<file path="src/ssrp_pkg.sv">
// Shared constants, types and helpers for the sensor serial register port.
package ssrp_pkg;

    // Clock rate and timing.
    localparam int CLK_PERIOD_NS   = 100;
    localparam int DRDY_PULSE_NS   = 500;
    localparam logic [3:0] DRDY_PULSE_CYC =
        4'((DRDY_PULSE_NS + CLK_PERIOD_NS - 1) / CLK_PERIOD_NS);
    localparam int SAMPLE_BASE_CYC = 20;

    // Frame layout.
    localparam int FRAME_WR_BIT = 15;
    localparam int RATE_BITS    = 14;

    // Byte addresses of the lower bytes.
    localparam logic [6:0] ADDR_RATE   = 7'h04;
    localparam logic [6:0] ADDR_OFFSET = 7'h14;
    localparam logic [6:0] ADDR_GPIO   = 7'h32;
    localparam logic [6:0] ADDR_MISC   = 7'h34;
    localparam logic [6:0] ADDR_SMPL   = 7'h36;
    localparam logic [6:0] ADDR_GCMD   = 7'h3e;

    // Register indices, one per 16-bit word.
    localparam logic [5:0] IDX_RATE   = ADDR_RATE[6:1];
    localparam logic [5:0] IDX_OFFSET = ADDR_OFFSET[6:1];
    localparam logic [5:0] IDX_GPIO   = ADDR_GPIO[6:1];
    localparam logic [5:0] IDX_MISC   = ADDR_MISC[6:1];
    localparam logic [5:0] IDX_SMPL   = ADDR_SMPL[6:1];
    localparam logic [5:0] IDX_GCMD   = ADDR_GCMD[6:1];

    // Field positions.
    localparam int CMD_AUTONULL_BIT = 0;
    localparam int CMD_SAVE_BIT     = 3;
    localparam int MISC_DR_LINE_BIT = 0;
    localparam int MISC_DR_POL_BIT  = 1;
    localparam int MISC_DR_EN_BIT   = 2;
    localparam int OUT_ND_BIT       = 15;
    localparam int OUT_EA_BIT       = 14;

    // Reset values and alarm limit.
    localparam logic [15:0] OFFSET_RST = 16'h0000;
    localparam logic [15:0] MISC_RST   = 16'h0000;
    localparam logic [15:0] SMPL_RST   = 16'h0001;
    localparam logic [13:0] RATE_ALARM_LIM = 14'h1110;

    // Control registers that have a flash copy.
    typedef struct packed {
        logic [15:0] offset;
        logic [15:0] misc;
        logic [15:0] smpl;
    } ssrp_cfg_t;

    localparam ssrp_cfg_t CFG_DEFAULT = '{offset: OFFSET_RST, misc: MISC_RST, smpl: SMPL_RST};

    // Serial pins entering the port.
    typedef struct packed {
        logic sclk;
        logic cs_n;
        logic din;
    } ssrp_spi_t;

    typedef enum logic {SSRP_LOAD, SSRP_RUN} ssrp_phase_t;

    // Replace one byte of a register; address bit 0 picks the upper byte.
    function automatic logic [15:0] ssrp_put_byte(input logic [15:0] old,
                                                  input logic       upper,
                                                  input logic [7:0] data);
        ssrp_put_byte = upper ? {data, old[7:0]} : {old[15:8], data};
    endfunction : ssrp_put_byte

    // True for byte addresses that hold writable control state.
    function automatic logic ssrp_writable(input logic [6:0] addr);
        ssrp_writable = (addr[6:1] == IDX_OFFSET) || (addr[6:1] == IDX_MISC) ||
                        (addr[6:1] == IDX_SMPL) || (addr == ADDR_GCMD);
    endfunction : ssrp_writable

endpackage : ssrp_pkg

</file>
<file path="src/ssrp_flash.sv">
// Nonvolatile copy of the backed-up control registers.
`timescale 1ns/100ps
module ssrp_flash (
    // Clock.
    input  wire logic            core_clk_in,
    // Save request and data.
    input  wire logic            save_in,
    input  wire ssrp_pkg::ssrp_cfg_t data_in,
    // Stored contents.
    output ssrp_pkg::ssrp_cfg_t  stored_out
);
    import ssrp_pkg::*;

    // Contents survive the synchronous reset on purpose, as flash would.
    ssrp_cfg_t mem_ff = CFG_DEFAULT;
    ssrp_cfg_t nxt_mem;

    // Only an explicit save changes the stored copy.
    always_comb
    begin
        nxt_mem = save_in ? data_in : mem_ff;
    end

    // Storage register, deliberately without reset.
    always_ff @(posedge core_clk_in)
    begin
        mem_ff <= nxt_mem;
    end

    assign stored_out = mem_ff;

endmodule : ssrp_flash

</file>
<file path="src/ssrp_port.sv">
// Serial slave port, working registers and sample path of the rate sensor.
`timescale 1ns/100ps
module ssrp_port #(
    parameter int unsigned SAMPLE_BASE = ssrp_pkg::SAMPLE_BASE_CYC
) (
    // Clock and reset.
    input  wire logic              core_clk_in,
    input  wire logic              srst_in,
    // Serial link pins.
    input  wire ssrp_pkg::ssrp_spi_t spi_in,
    output logic                   dout_out,
    output logic                   dout_oe_n_out,
    // Configurable digital lines.
    input  wire logic [1:0]        dio_in,
    output logic      [1:0]        dio_out,
    output logic      [1:0]        dio_oe_n_out,
    // Converter data and calibration trigger.
    input  wire logic [13:0]       rate_sample_in,
    output logic                   autonull_out
);
    import ssrp_pkg::*;

    // All state of the port in one record.
    typedef struct packed {
        ssrp_phase_t phase;
        logic [2:0]  sclk_sy;
        logic [2:0]  cs_n_sy;
        logic [1:0]  din_sy;
        logic [1:0]  dio_sy0;
        logic [1:0]  dio_sy1;
        logic [3:0]  bit_cnt;
        logic [15:0] rx_sh;
        logic [15:0] tx_sh;
        logic [15:0] rd_data;
        logic        dout;
        logic        dout_oe_n;
        ssrp_cfg_t   cfg;
        logic [15:0] rate_out;
        logic [13:0] prev_sample;
        logic [19:0] tick_cnt;
        logic [3:0]  drdy_cnt;
        logic [1:0]  dio;
        logic [1:0]  dio_oe_n;
        logic        save;
        logic        autonull;
    } ssrp_port_state_t;

    localparam ssrp_port_state_t ST_RST = '{phase: SSRP_LOAD, sclk_sy: 3'h7, cs_n_sy: 3'h7,
                                            dout_oe_n: 1'b1, dio_oe_n: 2'h3,
                                            cfg: CFG_DEFAULT, default: '0};

    ssrp_port_state_t st_ff;
    ssrp_port_state_t nxt_st;
    ssrp_cfg_t        flash_cfg;

    logic        sclk_rise;
    logic        sclk_fall;
    logic        cs_fall;
    logic        cs_rise;
    logic        sel;
    logic        frame_done;
    logic [15:0] frame_word;
    logic [6:0]  fw_addr;
    logic [7:0]  fw_data;
    logic        fw_wr;
    logic        running;

    // Edges come from the second and third stages; stage one feeds stage two only.
    assign sclk_rise  = st_ff.sclk_sy[1] & ~st_ff.sclk_sy[2];
    assign sclk_fall  = ~st_ff.sclk_sy[1] & st_ff.sclk_sy[2];
    assign cs_fall    = ~st_ff.cs_n_sy[1] & st_ff.cs_n_sy[2];
    assign cs_rise    = st_ff.cs_n_sy[1] & ~st_ff.cs_n_sy[2];
    assign sel        = ~st_ff.cs_n_sy[1];
    assign frame_done = sel & sclk_rise & (st_ff.bit_cnt == 4'hf);
    assign frame_word = {st_ff.rx_sh[14:0], st_ff.din_sy[1]};
    assign fw_wr      = frame_word[FRAME_WR_BIT];
    assign fw_addr    = frame_word[14:8];
    assign fw_data    = frame_word[7:0];
    assign running    = (st_ff.phase == SSRP_RUN);

    // Flash holds the backed-up settings across resets.
    ssrp_flash u_flash (
        .core_clk_in (core_clk_in),
        .save_in     (st_ff.save),
        .data_in     (st_ff.cfg),
        .stored_out  (flash_cfg)
    );

    // Next-state logic for the serial engine, registers and sampler.
    always_comb
    begin
        logic [14:0] sum;
        logic [13:0] filt;
        logic [13:0] corr;
        logic        alarm;
        sum   = '0;
        filt  = '0;
        corr  = '0;
        alarm = 1'b0;
        nxt_st = st_ff;
        nxt_st.save     = 1'b0;
        nxt_st.autonull = 1'b0;
        nxt_st.sclk_sy  = {st_ff.sclk_sy[1:0], spi_in.sclk};
        nxt_st.cs_n_sy  = {st_ff.cs_n_sy[1:0], spi_in.cs_n};
        nxt_st.din_sy   = {st_ff.din_sy[0], spi_in.din};
        nxt_st.dio_sy0  = dio_in;
        nxt_st.dio_sy1  = st_ff.dio_sy0;

        // Shift engine; the first falling edge after select keeps the MSB.
        if (cs_fall)
        begin
            nxt_st.bit_cnt   = 4'h0;
            nxt_st.tx_sh     = st_ff.rd_data;
            nxt_st.dout      = st_ff.rd_data[15];
            nxt_st.dout_oe_n = 1'b0;
        end
        else if (cs_rise)
        begin
            nxt_st.bit_cnt   = 4'h0;
            nxt_st.dout_oe_n = 1'b1;
        end
        else if (sel)
        begin
            if (sclk_rise)
            begin
                nxt_st.rx_sh   = frame_word;
                nxt_st.bit_cnt = st_ff.bit_cnt + 4'h1;
            end
            if (sclk_fall && st_ff.bit_cnt != 4'h0)
            begin
                nxt_st.tx_sh = {st_ff.tx_sh[14:0], 1'b0};
                nxt_st.dout  = st_ff.tx_sh[14];
            end
        end

        // Completed frame: byte write or read request.
        if (frame_done && running)
        begin
            if (fw_wr)
            begin
                case (fw_addr[6:1])
                    IDX_OFFSET: nxt_st.cfg.offset = ssrp_put_byte(st_ff.cfg.offset, fw_addr[0], fw_data);
                    IDX_MISC:   nxt_st.cfg.misc   = ssrp_put_byte(st_ff.cfg.misc, fw_addr[0], fw_data);
                    IDX_SMPL:   nxt_st.cfg.smpl   = ssrp_put_byte(st_ff.cfg.smpl, fw_addr[0], fw_data);
                    IDX_GCMD:
                    begin
                        if (!fw_addr[0])
                        begin
                            nxt_st.autonull = fw_data[CMD_AUTONULL_BIT];
                            nxt_st.save     = fw_data[CMD_SAVE_BIT];
                        end
                    end
                    default: ;
                endcase
            end
            else
            begin
                // Read data waits for the next frame, which may carry another read.
                case (fw_addr[6:1])
                    IDX_RATE:   nxt_st.rd_data = st_ff.rate_out;
                    IDX_OFFSET: nxt_st.rd_data = st_ff.cfg.offset;
                    IDX_GPIO:   nxt_st.rd_data = {14'h0000, st_ff.dio_sy1};
                    IDX_MISC:   nxt_st.rd_data = st_ff.cfg.misc;
                    IDX_SMPL:   nxt_st.rd_data = st_ff.cfg.smpl;
                    default:    nxt_st.rd_data = 16'h0000;
                endcase
                if (fw_addr[6:1] == IDX_RATE)
                begin
                    nxt_st.rate_out[OUT_ND_BIT] = 1'b0;
                end
            end
        end

        // Bias null: the offset cancels the present converter reading.
        if (st_ff.autonull)
        begin
            nxt_st.cfg.offset = 16'h0000 - {{2{rate_sample_in[13]}}, rate_sample_in};
        end

        // Sampler; a new sample sets the new-data flag even while a read clears it.
        if (st_ff.phase == SSRP_LOAD)
        begin
            nxt_st.cfg      = flash_cfg;
            nxt_st.phase    = SSRP_RUN;
            nxt_st.tick_cnt = 20'h00000;
        end
        else if (st_ff.tick_cnt == 20'h00000)
        begin
            sum   = {rate_sample_in[13], rate_sample_in} + {st_ff.prev_sample[13], st_ff.prev_sample};
            filt  = sum[14:1];
            corr  = filt + st_ff.cfg.offset[RATE_BITS-1:0];
            alarm = ($signed(corr) > $signed(RATE_ALARM_LIM)) ||
                    ($signed(corr) < -$signed(RATE_ALARM_LIM));
            nxt_st.rate_out    = {1'b1, alarm, corr};
            nxt_st.prev_sample = rate_sample_in;
            nxt_st.drdy_cnt    = DRDY_PULSE_CYC;
            nxt_st.tick_cnt    = 20'((32'(st_ff.cfg.smpl[7:0]) + 32'd1) * SAMPLE_BASE - 32'd1);
        end
        else
        begin
            nxt_st.tick_cnt = st_ff.tick_cnt - 20'h00001;
            if (st_ff.drdy_cnt != 4'h0)
            begin
                nxt_st.drdy_cnt = st_ff.drdy_cnt - 4'h1;
            end
        end

        // Data ready line: enable, polarity and line choice from misc control.
        for (int i = 0; i < 2; i++)
        begin
            if (nxt_st.cfg.misc[MISC_DR_EN_BIT] && (nxt_st.cfg.misc[MISC_DR_LINE_BIT] == i[0]))
            begin
                nxt_st.dio_oe_n[i] = 1'b0;
                nxt_st.dio[i] = (nxt_st.drdy_cnt != 4'h0) ? nxt_st.cfg.misc[MISC_DR_POL_BIT]
                                                          : ~nxt_st.cfg.misc[MISC_DR_POL_BIT];
            end
            else
            begin
                nxt_st.dio_oe_n[i] = 1'b1;
                nxt_st.dio[i]      = 1'b0;
            end
        end
    end

    // State register.
    always_ff @(posedge core_clk_in)
    begin
        if (srst_in)
        begin
            st_ff <= ST_RST;
        end
        else
        begin
            st_ff <= nxt_st;
        end
    end

    assign dout_out      = st_ff.dout;
    assign dout_oe_n_out = st_ff.dout_oe_n;
    assign dio_out       = st_ff.dio;
    assign dio_oe_n_out  = st_ff.dio_oe_n;
    assign autonull_out  = st_ff.autonull;
endmodule : ssrp_port

</file>
<file path="config.mk">
export PLATFORM = sky130hd
export DESIGN_NAME = ssrp_port
export DESIGN_NICKNAME = d
export VERILOG_FILES = /design/src/ssrp_pkg.sv /design/src/ssrp_flash.sv /design/src/ssrp_port.sv
export SDC_FILE = /design/constraint.sdc
export NUM_CORES = 1
export LEC_CHECK = 0
export BUFFER_PORTS_ARGS = -buffer_cell sky130_fd_sc_hd__clkbuf_2
export CAP_MARGIN = 15
export CORE_MARGIN = 5
export CORE_UTILIZATION = 35
export DETAILED_ROUTE_END_ITERATION = 6
export GPL_ROUTABILITY_DRIVEN = 0
export MAX_ROUTING_LAYER = met4
export RECOVER_POWER = 50
export SLEW_MARGIN = 10
export SYNTH_ARGS = -nofsm -noshare
export SYNTH_HDL_FRONTEND = slang
export SYNTH_HIERARCHICAL = 1
export SYNTH_SLANG_ARGS = --single-unit
</file>
<file path="constraint.sdc">
create_clock -name core_clk_in -period 4.3 [get_ports core_clk_in]
set_clock_uncertainty 0.1 [all_clocks]
set_input_delay 0.215 -clock core_clk_in [delete_from_list [all_inputs] [get_ports core_clk_in]]
set_output_delay 0.215 -clock core_clk_in [all_outputs]
set_load 0.03 [all_outputs]
</file>
# Yosys cells after proc, flatten, opt, wreduce, memory -nomap -nowiden
# Index checks and enable logic that the tools add are counted.
# W data, S select, Z words.
[totals]
register_bits = 222
[classes]
n_lt_le_gt_ge = 2
n_eq_ne = 20
mux = 43
mul = 1
n_bitwise = 20
reduce_logical = 27
addsub = 8
[ops]
columns = ["operator", "count"]
rows = [
  ["$mux W16", 11],
  ["$mux W175", 1],
  ["$mux W48", 2],
  ["$pmux W16 S5", 1],
  ["$mux W30", 2],
  ["$mux W49", 1],
  ["$mux W20", 2],
  ["$mux W36", 1],
  ["$mux W32", 1],
  ["$reduce_and A4 Y1", 7],
  ["$eq A6 B5 Y1 const B", 4],
  ["$mux W24", 1],
  ["$logic_not A20 Y1", 1],
  ["$sub A20 B1 Y20 const B", 1],
  ["$mux W4", 4],
  ["$add A14 B14 Y15", 1],
  ["$sub A1 B14 Y15 const A", 1],
  ["$sub A14 B1 Y15 const B", 1],
  ["$add A14 B14 Y14", 1],
  ["$gt A14 B14 Y1 const B", 1],
  ["$lt A14 B14 Y1 const B", 1],
  ["$not A1 Y1", 14],
  ["$mul A9 B3 Y12 const B", 1],
  ["$reduce_bool A4 Y1", 3],
  ["other kinds (21)", 57],
]

# Longest topological paths before layout
[depth]
ltp_word = 12
ltp_mapped = 18

# Cells and area by module
# The synthesis kept the hierarchy.
[by_module_without_submodules]
columns = ["mod", "area_each_um2", "seq_area_each_um2", "cells_per_inst", "instances"]
rows = [
  ["ssrp_port", 9878.2, 3463.3, 1225, 1],
  ["ssrp_flash", 1441.4, 1441.4, 48, 1],
]

# Worst setup path after synthesis
# OpenSTA, ideal clock, no wires.
[synth_path]
path_kind = "reg-to-reg"
startpoint = "reg st_ff[32] in the netlist's numbering"
endpoint = "reg st_ff[58] in the netlist's numbering"
t_required_ns = 4.067
slack_ns = 0.746
arrival_ns = 3.321
setup_time_ns = 0.133
path_buffers = 0
period_less_slack_ns = 3.554
path_stages_with_launch = 16
cell_sequence = "dfxtp_1 -> ha_1 -> nor2b_1 -> o31a_1 -> o21a_1 -> a21oi_1 -> xnor2_1 -> ha_1 -> a21o_1 -> a21o_1 -> a221oi_1 -> xor2_1 -> nor4_1 -> a211oi_1 -> o211ai_1 -> o311ai_1"
[synth_between]
elab_chain_len = 4
elab_cells_between_ends = 5
cone_classes = "add/sub (2); order compare (2); reduce/logical (1)"
[synth_rtl]
columns = ["item", "line", "text"]
rows = [
  ["start: declaration", "ssrp_port.sv:52", "ssrp_port_state_t st_ff;"],
  ["start signal: assignment", "ssrp_port.sv:234", "st_ff <= nxt_st;"],
  ["$add A14 B14 Y15 *", "ssrp_port.sv:189", "sum = {rate_sample_in[13], rate_sample_in} + {st_ff.prev_sample[13], st_ff.prev_sample};"],
  ["$add A14 B14 Y14 *", "ssrp_port.sv:191", "corr = filt + st_ff.cfg.offset[RATE_BITS-1:0];"],
  ["$gt A14 B14 Y1 or $lt A14 B14 Y1 (tied branches)", "ssrp_port.sv:192, ssrp_port.sv:193", ""],
  ["$logic_or A1 B1 Y1 *", "ssrp_port.sv:192", "alarm = ($signed(corr) > $signed(RATE_ALARM_LIM)) ||"],
]
# Every way passes the cells marked *; elsewhere a longest branch is shown, timed or not.
# A chain may end at the register's enable or synchronous reset.

# Worst setup path in the final report
[layout_path]
startpoint = "in rate_sample_in[2]"
endpoint = "reg st_ff[58] in the netlist's numbering"
[layout_between]
elab_chain_len = 4
elab_cells_between_ends = 5
cone_classes = "add/sub (2); order compare (2); reduce/logical (1)"
[layout_rtl]
columns = ["item", "line", "text"]
rows = [
  ["start: declaration", "ssrp_port.sv:18", "input wire logic [13:0] rate_sample_in,"],
  ["$add A14 B14 Y15 *", "ssrp_port.sv:189", ""],
  ["$add A14 B14 Y14 *", "ssrp_port.sv:191", ""],
  ["$gt A14 B14 Y1 or $lt A14 B14 Y1 (tied branches)", "ssrp_port.sv:192, ssrp_port.sv:193", ""],
  ["$logic_or A1 B1 Y1 *", "ssrp_port.sv:192", ""],
]
# Marks and branches as above.

==> results.json <==
{
  "status": "finished, violations left",
  "violations": "capacitance limit, slew limit",
  "cts.sinks": 221,
  "synth_seq_area_share": 0.4333,
  "grt_use_total": 0.1598,
  "antenna_left": 0,
  "grt_pass1_vias": 8644,
  "fmax_mhz": 249.9,
  "grt_max_degree": 91,
  "numCtsBuffers": 26,
  "area_growth_pct": 13.74,
  "end_kind": "flip-flop",
  "die-area_um2": 36040,
  "multi_input_area_um2": 6013,
  "min_from": "srst_in",
  "worstReg2RegStart": "st_ff[31]",
  "maxCapViolCount": 2,
  "syn_inst": 1273,
  "num_vias": 9221,
  "io_pins": 28,
  "vdd_ir_drop_max_uv": 388.5,
  "synthFlopType": "dfxtp_1",
  "rsz0062_at_grt": "no",
  "antenna_cells": 0,
  "r2r_slack_ns": 0.38,
  "required_ns": 4.60,
  "vias_per_cell": 5.389,
  "finalCritPeriodShare": 0.9306,
  "clk-insertion-delay-late_ns": 0.53,
  "drive_above_1_share": 0.08785,
  "seq_area_um2": 4906,
  "hold_depth": 2,
  "fin_util": 0.4059,
  "die_y_um": 189.8,
  "grt_first_pass_wirelength_um": 46510,
  "die_x_um": 189.8,
  "yosys_register_bits": 221,
  "dpl.cell_count": 1644,
  "cts_buffer_depth": 3,
  "finalMaxSlewViolations": 94,
  "wl_per_cell_um": 16.67,
  "fin_setup_tns_ns": 0,
  "nets": 1364,
  "syn_area_um2": 11320,
  "min_path_type": "input pin to flip-flop",
  "tightest_slew_ns": 3.164,
  "start_util": 0.3569,
  "path_clk_slew_ns": 0.06,
  "yosysWarnings": 6,
  "synth_fp_nets": 1348,
  "dp_hpwl_um": 19320,
  "crit_fanout": 6,
  "nFillCells": 3200,
  "timing.rr.end": "st_ff[58]",
  "cp-start-kind": "input pin",
  "htreeDepth": 1,
  "totalWireLength_um": 28520,
  "fin_cells": 1711,
  "io_buffers": 27,
  "async_flop_share": 0,
  "cts_tree": "built",
  "cts_root_buffer": "clkbuf_16",
  "finalSetupViolations": 0,
  "antenna_found_initial": 0,
  "layout_common_cells": "nor2_1, dfxtp_1, nand2_1",
  "cp-startpoint": "rate_sample_in[2]",
  "critical_path_class": "input pin to flip-flop",
  "dr.pass1.iters": 6,
  "p_leak_nw": 4.748,
  "ys_types": 63,
  "hold_end": "nxt_st[162]",
  "slew_headroom": -1.109,
  "drt_first_iter_violations": 735,
  "hold_violations": 0,
  "grt_overflow": 0,
  "p_total_mw": 6.982,
  "drcViolationCount": 0,
  "core_area_um2": 31720,
  "synth_edf_count": 48,
  "fin_crit_ns": 4.002,
  "rows": 65,
  "reg2reg_depth": 16,
  "cp.arrival_ns": 4.30,
  "p_per_area_nw_per_um2": 542.3,
  "postSynthAreaPerCell_um2": 8.892
}
[timing repair]
| action | in CTS | in global routing |
|---|---|---|
| hold buffers | 19 | 0 |
| setup buffers | 0 | 0 |
| gates resized for setup | 0 | 1 |
| endpoints found under the hold margin | 19 | 0 |
| setup endpoints to repair | 0 | 1 |
[registers in the layout, indices dropped and copies added, names as in the netlist]
signal / cells
running: 1
st_ff: 142
dio_out: 2
dout_oe_n_out: 1
u_flash/stored_out: 48
autonull_out: 1
nxt_st: 7
frame_word: 16
dout_out: 1
dio_oe_n_out: 2
[worst max-delay path by stage]
stage	end	slack, ns
final	st_ff[58]	0.30
after detailed placement	st_ff[58]	0.32
after global placement	st_ff[58]	0.43
after global routing	st_ff[58]	0.04
after floorplan	st_ff[58]	0.75
after CTS	st_ff[58]	0.34
[cells by family (layout without fill, tap and decap cells)]
family,after synthesis,in the layout,share of synthesized area
multiplexers,39,39,0.03637
flip-flops,221,221,0.4333
XOR/XNOR,77,77,0.05958
adder cells (fa/ha/maj),54,54,0.06168
AO/OA/AOI/OAI,308,308,0.1814
buffers and inverters,108,144,0.03758
AND/OR/NAND/NOR,466,466,0.1901
[layout make-up]
type | count | area share
multi-input combinational | 944 | 0.4671
clock inverter | 8 | 0.007969
timing repair buffer | 65 | 0.03411
inverter | 31 | 0.009038
clock buffer | 40 | 0.06171
tap | 402 | 0.03907
sequential | 221 | 0.3811
[routing by layer]
layer	part of all wire	track usage	vias to the layer above	routed length (µm)
met4	0.024	0.04062	0	678
met1	0.48	0.2259	4327	13800
met5	0	-	-	0
li1	-	-	4620	-
met2	0.44	0.2424	224	12490
met3	0.054	0.02257	50	1554
[metrics by stage]
stage               cell area, µm²  setup slack [ns]  hold slack (ns)
detailed placement           11830            0.3217           0.3057
global route                 12870           0.04048           0.1588
floorplan                    11320            0.7462           0.2188
finish                       12870            0.2983           0.1367
global placement             11830            0.4338           0.3116
CTS                          12920            0.3379           0.1286
[Yosys cell counts, drive strengths merged, types with 5 or more instances]
master  number  area share
dfxtp      173        0.31
nor2       173       0.057
nand2      130       0.043
a21oi      112       0.050
a211oi      74       0.049
clkbuf      68       0.023
ha          51       0.056
edfxtp      48        0.13
xnor2       43       0.033
xor2        34       0.026
and3        33       0.019
inv         30      0.0099
o21ai       29       0.013
nand3       25       0.011
nor3        23       0.010
mux2i       22       0.019
mux2        17       0.017
a222oi      16       0.014
a311oi      16       0.012
and2        14      0.0077
nor4        12      0.0066
a21o        11      0.0073
a31oi       11      0.0061
nor2b       11      0.0061
or2         10      0.0055
buf          9      0.0048
o211ai       7      0.0046
nor3b        6      0.0040
o21a         6      0.0040
a221oi       5      0.0039
nand3b       5      0.0033
[report_power, final]
part	leakage, nW	total, mW	internal (mW)	switching, mW
clock network	0.435	2.26	1.39	0.873
registers	1.85	2.50	2.34	0.166
logic	2.46	2.22	0.905	1.31
total	4.75	6.98	4.63	2.35
[critical path: stages]
cell           delay (ns)
dlygate4sd3_1        0.54
clkbuf_2             0.16
ha_1                 0.36
nor2b_1              0.16
o31a_1               0.29
o21a_1               0.20
a21oi_1              0.17
xnor2_1              0.14
ha_1                 0.30
a21o_1               0.21
a21o_1               0.22
a221oi_1             0.40
xor2_1               0.18
nor4_1               0.30
a211oi_1             0.11
o211ai_1             0.20
o311ai_1             0.12
(Power assumes the default switching activity.)
